### src/dsfm_map.svh
// bit positions, error classes, error codes and timing counts of the fault monitor
`ifndef DSFM_MAP_SVH
`define DSFM_MAP_SVH
// ********************************************************************
// status word bits
// ********************************************************************
`define DSFM_SIG_BIT_STO_OPEN 10
`define DSFM_SIG_BIT_STO_DIFF 11
`define DSFM_SIG_BIT_PTI_FREQ 28
`define DSFM_WARN_BIT_STO 10
`define DSFM_STATUS_RESET 32'h0000_0000
// ********************************************************************
// error classes
// ********************************************************************
`define DSFM_CLASS_NONE 3'h7
`define DSFM_CLASS_STO_DIFF 3'h4
`define DSFM_CLASS_STO_OPEN 3'h3
`define DSFM_CLASS_PTI_FREQ 3'h2
`define DSFM_CLASS_STO_WARN 3'h0
// ********************************************************************
// error numbers
// ********************************************************************
`define DSFM_ERR_NONE 16'h0000
`define DSFM_ERR_CFG_BLOCKED 16'h1126
`define DSFM_ERR_CAP_NOT_ACT 16'h112A
`define DSFM_ERR_DIFF_EDGE1 16'h112B
`define DSFM_ERR_DIFF_EDGE2 16'h112C
`define DSFM_ERR_EDGE_LOCKED 16'h112E
`define DSFM_ERR_STO_OPEN 16'h1300
`define DSFM_ERR_STO_DIFF 16'h1301
`define DSFM_ERR_STO_WARN 16'h1302
`define DSFM_ERR_PTI_FREQ 16'h1310
`define DSFM_ERR_FUNC_MODE 16'h1311
`define DSFM_ERR_NO_LIMITS 16'h1312
`define DSFM_ERR_DEBOUNCE 16'h1313
// ********************************************************************
// timing and capture edge setting
// ********************************************************************
`define DSFM_CLK_HZ 100000000
`define DSFM_STO_DIFF_MS 1000
`define DSFM_STO_DIFF_CYC ((`DSFM_CLK_HZ / 1000) * `DSFM_STO_DIFF_MS)
`define DSFM_EDGE_BOTH 2'h3
`endif

### src/dsfm_pkg.sv
// types shared by the fault monitor
package dsfm_pkg;
  typedef logic [15:0] dsfm_err_t;
  typedef logic [2:0] dsfm_class_t;
endpackage : dsfm_pkg

### src/dsfm_monitor.sv
// safe torque off, reference frequency and configuration fault monitor
`include "dsfm_map.svh"
`timescale 1ns/100ps
module dsfm_monitor #(
  parameter int STO_DIFF_CYCLES = `DSFM_STO_DIFF_CYC,
  parameter int CHANNELS = 2
) (
  input wire logic clock,
  input wire logic rstn,
  input wire logic safe_torque_off_input_a_n,
  input wire logic safe_torque_off_input_b_n,
  input wire logic operation_enabled,
  input wire logic pti_freq_over_limit,
  input wire logic fault_reset,
  input wire logic probing_cycle_command,
  input wire logic capture_enable_req,
  input wire logic edge_set_req,
  input wire logic [1:0] edge_set_input,
  input wire logic [1:0] capture_edge_setting,
  input wire logic diff_cfg_req,
  input wire logic diff_capture_stop,
  input wire logic func_assign_req,
  input wire logic func_usable_in_mode,
  input wire logic ref_move_req,
  input wire logic limits_assigned,
  input wire logic debounce_req,
  input wire logic debounce_supported,
  input wire logic [CHANNELS-1:0] cfg_open_req,
  input wire logic [CHANNELS-1:0] cfg_close_req,
  output logic [31:0] latched_signal_status,
  output logic [31:0] latched_warning_status,
  output dsfm_pkg::dsfm_err_t error_number,
  output dsfm_pkg::dsfm_class_t error_class,
  output logic error_valid,
  output logic [CHANNELS-1:0] cfg_refused,
  output logic [CHANNELS-1:0] cfg_granted,
  output logic request_accepted,
  output logic request_refused,
  output logic diff_capture_active,
  output logic debounce_error,
  output logic [1:0] capture_edge_1,
  output logic [1:0] capture_edge_2
);
  // ******************************************************************
  // pin synchronisation
  // ******************************************************************
  logic [2:0] pin_sync;
  dsfm_sync #(.WIDTH(3)) u_sync (
    .clock(clock),
    .rstn(rstn),
    .async_in({pti_freq_over_limit, safe_torque_off_input_b_n,
      safe_torque_off_input_a_n}),
    .sync_out(pin_sync)
  );
  wire safe_torque_off_input_a_active = ~pin_sync[0];
  wire safe_torque_off_input_b_active = ~pin_sync[1];
  wire pti_over = pin_sync[2];
  wire safe_torque_off = safe_torque_off_input_a_active | safe_torque_off_input_b_active;
  wire sto_differ = safe_torque_off_input_a_active ^ safe_torque_off_input_b_active;

  // ******************************************************************
  // sto discrepancy and activation
  // ******************************************************************
  logic [31:0] diff_cnt_r;
  logic sto_prev_r;
  logic [31:0] diff_lim;
  assign diff_lim = 32'(STO_DIFF_CYCLES);
  wire diff_expire = sto_differ && (diff_cnt_r == diff_lim);
  wire sto_rise = safe_torque_off && !sto_prev_r;
  wire sto_err_evt = sto_rise && operation_enabled;
  wire sto_warn_evt = sto_rise && !operation_enabled;
  wire pti_evt = pti_over;

  // discrepancy timer, counts while channels differ
  always_ff @(posedge clock or negedge rstn) begin
    if (!rstn) begin
      diff_cnt_r <= 32'h0000_0000;
      sto_prev_r <= 1'b1; // synced pins read active in reset, no false rise
    end else begin
      sto_prev_r <= safe_torque_off;
      if (!sto_differ)
        diff_cnt_r <= 32'h0000_0000;
      else if (diff_cnt_r <= diff_lim)
        diff_cnt_r <= diff_cnt_r + 32'h0000_0001;
    end
  end

  // ******************************************************************
  // latched status words
  // ******************************************************************
  logic [31:0] sig_set;
  logic [31:0] warn_nxt;
  always_comb begin
    sig_set = 32'h0000_0000;
    sig_set[`DSFM_SIG_BIT_STO_DIFF] = diff_expire;
    sig_set[`DSFM_SIG_BIT_STO_OPEN] = sto_err_evt;
    sig_set[`DSFM_SIG_BIT_PTI_FREQ] = pti_evt;
    warn_nxt = latched_warning_status;
    if (!safe_torque_off)
      warn_nxt[`DSFM_WARN_BIT_STO] = 1'b0;
    if (sto_warn_evt)
      warn_nxt[`DSFM_WARN_BIT_STO] = 1'b1;
  end

  // set wins over fault reset
  always_ff @(posedge clock or negedge rstn) begin
    if (!rstn) begin
      latched_signal_status <= `DSFM_STATUS_RESET;
      latched_warning_status <= `DSFM_STATUS_RESET;
    end else begin
      latched_signal_status <= (fault_reset ? 32'h0000_0000 :
        latched_signal_status) | sig_set;
      latched_warning_status <= warn_nxt;
    end
  end

  // ******************************************************************
  // configuration channel ownership
  // ******************************************************************
  logic cfg_held_r;
  logic [CHANNELS-1:0] owner_r;
  logic [CHANNELS-1:0] grant_pick;
  always_comb begin
    grant_pick = '0;
    for (int i = CHANNELS - 1; i >= 0; i--) begin
      if (cfg_open_req[i])
        grant_pick = CHANNELS'(1) << i;
    end
  end
  wire [CHANNELS-1:0] refuse_now = cfg_held_r ? (cfg_open_req & ~owner_r)
    : (cfg_open_req & ~grant_pick);
  wire owner_close = |(cfg_close_req & owner_r);

  // ownership register, lowest channel wins a tie
  always_ff @(posedge clock or negedge rstn) begin
    if (!rstn) begin
      cfg_held_r <= 1'b0;
      owner_r <= '0;
      cfg_refused <= '0;
    end else begin
      cfg_refused <= refuse_now;
      if (cfg_held_r && owner_close) begin
        cfg_held_r <= 1'b0;
        owner_r <= '0;
      end else if (!cfg_held_r && |cfg_open_req) begin
        cfg_held_r <= 1'b1;
        owner_r <= grant_pick;
      end
    end
  end
  assign cfg_granted = owner_r;

  // ******************************************************************
  // capture and function request checks
  // ******************************************************************
  logic probing_r;
  logic [15:0] err_pick;
  logic [2:0] cls_pick;
  wire edge1_both = capture_edge_1 == `DSFM_EDGE_BOTH;
  wire edge2_both = capture_edge_2 == `DSFM_EDGE_BOTH;
  wire cap_bad = capture_enable_req && !probing_r;
  wire edge_bad = edge_set_req && diff_capture_active;
  wire diff_bad1 = diff_cfg_req && !edge1_both;
  wire diff_bad2 = diff_cfg_req && edge1_both && !edge2_both;
  wire func_bad = func_assign_req && !func_usable_in_mode;
  wire ref_bad = ref_move_req && !limits_assigned;
  wire deb_bad = debounce_req && !debounce_supported;
  wire any_req = capture_enable_req | edge_set_req | diff_cfg_req |
    func_assign_req | ref_move_req | debounce_req;
  wire any_bad = cap_bad | edge_bad | diff_bad1 | diff_bad2 | func_bad |
    ref_bad | deb_bad;

  // error selection, most severe first
  always_comb begin
    err_pick = `DSFM_ERR_NONE;
    cls_pick = `DSFM_CLASS_NONE;
    if (diff_expire) begin
      err_pick = `DSFM_ERR_STO_DIFF;
      cls_pick = `DSFM_CLASS_STO_DIFF;
    end else if (sto_err_evt) begin
      err_pick = `DSFM_ERR_STO_OPEN;
      cls_pick = `DSFM_CLASS_STO_OPEN;
    end else if (pti_evt) begin
      err_pick = `DSFM_ERR_PTI_FREQ;
      cls_pick = `DSFM_CLASS_PTI_FREQ;
    end else if (sto_warn_evt) begin
      err_pick = `DSFM_ERR_STO_WARN;
      cls_pick = `DSFM_CLASS_STO_WARN;
    end else if (|refuse_now)
      err_pick = `DSFM_ERR_CFG_BLOCKED;
    else if (cap_bad)
      err_pick = `DSFM_ERR_CAP_NOT_ACT;
    else if (edge_bad)
      err_pick = `DSFM_ERR_EDGE_LOCKED;
    else if (diff_bad1)
      err_pick = `DSFM_ERR_DIFF_EDGE1;
    else if (diff_bad2)
      err_pick = `DSFM_ERR_DIFF_EDGE2;
    else if (func_bad)
      err_pick = `DSFM_ERR_FUNC_MODE;
    else if (ref_bad)
      err_pick = `DSFM_ERR_NO_LIMITS;
    else if (deb_bad)
      err_pick = `DSFM_ERR_DEBOUNCE;
  end

  // capture state, edge settings and error report
  always_ff @(posedge clock or negedge rstn) begin
    if (!rstn) begin
      probing_r <= 1'b0;
      diff_capture_active <= 1'b0;
      capture_edge_1 <= 2'h0;
      capture_edge_2 <= 2'h0;
      debounce_error <= 1'b0;
      error_number <= `DSFM_ERR_NONE;
      error_class <= `DSFM_CLASS_NONE;
      error_valid <= 1'b0;
      request_accepted <= 1'b0;
      request_refused <= 1'b0;
    end else begin
      if (probing_cycle_command)
        probing_r <= 1'b1;
      if (edge_set_req && !edge_bad && !edge_set_input[1])
        capture_edge_1 <= capture_edge_setting;
      if (edge_set_req && !edge_bad && edge_set_input[1])
        capture_edge_2 <= capture_edge_setting;
      if (diff_capture_stop)
        diff_capture_active <= 1'b0;
      else if (diff_cfg_req && !diff_bad1 && !diff_bad2)
        diff_capture_active <= 1'b1;
      if (debounce_req)
        debounce_error <= deb_bad;
      error_valid <= err_pick != `DSFM_ERR_NONE;
      if (err_pick != `DSFM_ERR_NONE) begin
        error_number <= err_pick;
        error_class <= cls_pick;
      end
      request_accepted <= any_req && !any_bad;
      request_refused <= any_req && any_bad;
    end
  end
endmodule : dsfm_monitor

### src/dsfm_sync.sv
// two-stage synchroniser for a group of pin inputs
`timescale 1ns/100ps
module dsfm_sync #(
  parameter int WIDTH = 4
) (
  input wire logic clock,
  input wire logic rstn,
  input wire logic [WIDTH-1:0] async_in,
  output logic [WIDTH-1:0] sync_out
);
  logic [WIDTH-1:0] meta_r;
  // first stage feeds only the second
  always_ff @(posedge clock or negedge rstn) begin
    if (!rstn) begin
      meta_r <= '0;
      sync_out <= '0;
    end else begin
      meta_r <= async_in;
      sync_out <= meta_r;
    end
  end
endmodule : dsfm_sync
### config.mk
export PLATFORM = sky130hd
export DESIGN_NAME = dsfm_monitor
export DESIGN_NICKNAME = d
export VERILOG_FILES = /design/src/dsfm_pkg.sv /design/src/dsfm_monitor.sv /design/src/dsfm_sync.sv
export VERILOG_INCLUDE_DIRS = /design/src /design/src/src
export SDC_FILE = /design/constraint.sdc
export NUM_CORES = 1
export LEC_CHECK = 0
export BUFFER_PORTS_ARGS = -buffer_cell sky130_fd_sc_hd__buf_2
export CAP_MARGIN = 0
export CELL_PAD_IN_SITES_DETAIL_PLACEMENT = 1
export CELL_PAD_IN_SITES_GLOBAL_PLACEMENT = 1
export CORE_MARGIN = 1
export CORE_UTILIZATION = 41
export CTS_CLUSTER_SIZE = 8
export DETAILED_ROUTE_END_ITERATION = 8
export PLACE_DENSITY = 0.91
export SLEW_MARGIN = 40
export SYNTH_ARGS = -nofsm -noshare
export SYNTH_HDL_FRONTEND = slang
export SYNTH_HIERARCHICAL = 1
export SYNTH_SLANG_ARGS = --single-unit
export TNS_END_PERCENT = 50
### constraint.sdc
create_clock -name clock -period 5.51 [get_ports clock]
set_input_delay 1.102 -clock clock [delete_from_list [all_inputs] [get_ports clock]]
set_output_delay 1.102 -clock clock [all_outputs]
set_load 0.1 [all_outputs]
==> flow_metrics.tcl <==
set metrics [dict create \
    cts_tree "done" \
    cts_max_level 3 \
    io_pins 122 \
    startpoint_type "flop" \
    critPathTopFamily "simple AND/OR/NAND/NOR gates" \
    max_freq_ghz 0.366 \
    clk_path_buf_depth 2 \
    timing.final.ws_setup_ns 2.77 \
    die_area_um2 9700 \
    area_growth_pct 8.26 \
    relSlewSlack_pct 51.6 \
    path_clk_slew_ns 0.08 \
    min_from "u_sync/meta_r[0]" \
    stdcell_area_um2 4130 \
    synthCells 384 \
    peakVddDrop_uv 212 \
    setup_viol 0 \
    cts_buffers 9 \
    drv_slew 0 \
    crit_type "flop to flop" \
    drive_gt1_share_pct 21.2 \
    status "finished with violations" \
    r2r-start "diff_cnt_r[17]" \
    grt_overflow 0 \
    hold_path.class "flop to flop" \
    timing.final.crit_share_pct 49.7 \
    num_rows 34 \
    power.density_nw_per_um2 394 \
    required_ns 5.77 \
    p_leak_nw 1.96 \
    p_seq_share_pct 35.8 \
    crit_chain "or3b_4 -> nor4_4 -> and4b_1 -> nor2_4 -> nor4b_1 -> mux2i_1" \
    cts_sinks 69 \
    hold_viol 0 \
    initial_utilization_pct 43.1 \
    place_area_um2 3930 \
    wl_met3_um 438 \
    ctsHoldBuffers 0 \
    crit_arrival_ns 2.99 \
    drtIter0Drc 118 \
    r2r_end "diff_cnt_r[9]" \
    root_buffer "clkbuf_8" \
    clkPwrFrac_pct 26.8 \
    ctsResizeCount 0 \
    skew_ns 0.00759 \
    fin_tns_setup_ns 0 \
    vias 2848 \
    cp_slowest_cell "and4b_1" \
    ff2ff_setup_slack_ns 2.77 \
    async_flop_share_pct 100 \
    avgSynthCellArea_um2 9.94 \
    endpoint_kind "flop" \
    gp_congestion 0.825 \
    ant_nets 0 \
    p_int_uw 843 \
    hold_depth 0 \
    dr_wl_met2_mm 4.69 \
    cpPeakStageDelay_ns 0.53 \
    ys_types 62 \
    p_sw_share_pct 48.2 \
    grt_use_total_pct 19.1 \
    synth_edf_count 0 \
    cp_max_fo 19 \
    synth_area_um2 3820 \
    tightest_slew_ns 0.718 \
    grt_pass1_wl_mm 14.7 \
    antenna_found_initial 0 \
    layout.nets 467 \
    post-route-util_pct 46.7 \
    final_common_cell "conb_1" \
    drv_cap 0 \
    combPwrFrac_pct 37.4 \
    grt_max_degree 70 \
    first_global_vias 3020 \
    via_per_inst 5.17 \
    post_cts_buffers 0 \
    antenna_cells 0 \
    die_w_um 98.5 \
    dpl.hpwl_mm 6.35 \
    p_sw_uw 785 \
    violations "design-rule violations" \
    clock_latency_ns 0.35 \
    ff2ff_path_depth 6 \
    yosysSeqAreaShare_pct 45.4 \
    portBuffers 53 \
    dp_slack_ns 2.60 \
    die_y_um 98.5 \
    n_fill_cell 1045 \
    met1_length_mm 3.48 \
    synth_seq_cells 69 \
    synth_ff_type "dfrtp_1" \
    coreArea_um2 8850 \
    crit_buf_inv 0 \
    highest_layer "met4" \
    avgRoutedWirePerCell_um 16.0 \
    drc 13 \
    routed_wirelength_mm 8.83 \
    yosysWarnings 6 \
    layout_common_cells "67 x conb_1, 65 x dfrtp_1, 53 x buf_2" \
    first_pass_iters 7 \
    fin_crit_ns 2.74 \
    hold_end "u_sync/sync_out[0]" \
    rsz0062_at_grt "false" \
]
## logic make-up (layout without fill, tap and decap cells)
logic type	count (synthesis)	after routing	share of synthesized area (%)
AO/OA/AOI/OAI	66	66	12.4
XOR/XNOR	7	7	1.61
adder cells (fa/ha/maj)	3	3	0.984
buffers and inverters	94	87	16.2
flip-flops	69	69	45.4
multiplexers	11	11	3.05
other	1	67	0.0983
AND/OR/NAND/NOR	133	133	20.3
## final cells by class
type	count	area, um2	area share, %
sequential	69	1730	41.9
multi-input combinational	287	1710	41.5
timing repair buffer	55	284	6.87
tap	108	135	3.27
clock buffer	9	124	3.00
clock inverter	7	82.6	2.00
inverter	16	60.1	1.45
## state kept, by name, summed over array words and instances (netlist names)
name	cells
capture_edge_1	2
capture_edge_2	2
cfg_granted	2
cfg_held_r	1
cfg_refused	2
debounce_error	1
diff_capture_active	1
diff_cnt_r	32
error_class	3
error_number	8
error_valid	1
latched_signal_status	3
latched_warning_status	1
probing_r	1
request_accepted	1
request_refused	1
sto_prev_r	1
u_sync/meta_r	3
u_sync/sync_out	3
## worst reg2reg max path, stage by stage, from the launching register on
cell     delay [ns]
dfrtp_1        0.45
or3b_4         0.41
nor4_4         0.33
and4b_1        0.53
nor2_4         0.20
nor4b_1        0.47
mux2i_1        0.27
## layer usage
layer	vias to the layer above	track usage (%)
met4	0	8.15
met3	20	4.33
met1	1426	21.5
li1	1322	-
met2	80	34.8
met5	-	0
## through the flow
step	cells	hold WS, ns	total power [mW]
6_report	551	0.352	1.63
5_1_grt	551	0.368	1.69
4_1_cts	551	0.355	1.64
3_3_place_gp	535	0.334	1.18
3_5_place_dp	535	0.336	1.20
2_1_floorplan	450	0.331	1.14
## power by group through the flow
stage                     Clock [mW]  Combinational (mW)  Sequential [mW]
final                          0.436               0.609            0.583
after global routing           0.469               0.632            0.589
after CTS                      0.447               0.610            0.583
after detailed placement           0               0.606            0.592
after global placement             0               0.593            0.587
after floorplan                    0               0.334            0.808
## Yosys cell counts (2+ instances only)
library cell | number | area, um2
buf_4 | 68 | 510
dfrtp_1 | 65 | 1630
nand2_1 | 26 | 97.6
o21ai_0 | 18 | 90.1
inv_1 | 16 | 60.1
and2_1 | 15 | 93.8
nand2b_1 | 14 | 87.6
nor2_1 | 12 | 45.0
nand3_1 | 8 | 40.0
nand4_1 | 8 | 50.1
clkbuf_1 | 7 | 26.3
or3_1 | 7 | 43.8
xnor2_1 | 7 | 61.3
mux2i_1 | 6 | 60.1
nor3_1 | 6 | 30.0
a21boi_1 | 5 | 37.5
a21oi_1 | 5 | 25.0
mux2_2 | 5 | 56.3
nor2b_1 | 5 | 31.3
nor4_1 | 5 | 31.3
dfstp_2 | 4 | 105
nand3b_1 | 4 | 30.0
o31ai_1 | 4 | 30.0
or2_2 | 4 | 25.0
a21boi_0 | 3 | 22.5
and3_1 | 3 | 18.8
ha_1 | 3 | 37.5
nor3b_1 | 3 | 22.5
o211ai_1 | 3 | 22.5
o311ai_0 | 3 | 26.3
o41ai_1 | 3 | 26.3
and3_2 | 2 | 15.0
and4_1 | 2 | 17.5
buf_2 | 2 | 10.0
nand4b_1 | 2 | 17.5
o2111ai_1 | 2 | 17.5
o21a_1 | 2 | 15.0
o22ai_1 | 2 | 12.5
o32ai_1 | 2 | 17.5
## how the worst max path moves through the flow
stage	cells past startpoint	startpoint	endpoint
global route	6	diff_cnt_r[17]	diff_cnt_r[9]
CTS	6	diff_cnt_r[17]	diff_cnt_r[9]
detailed placement	7	cfg_open_req[1]	error_number[8]
global placement	6	func_assign_req	error_number[8]
finish	6	diff_cnt_r[17]	diff_cnt_r[9]
floorplan	1	error_number[8]	error_number[12]
Power figures use the tool's default switching activity.
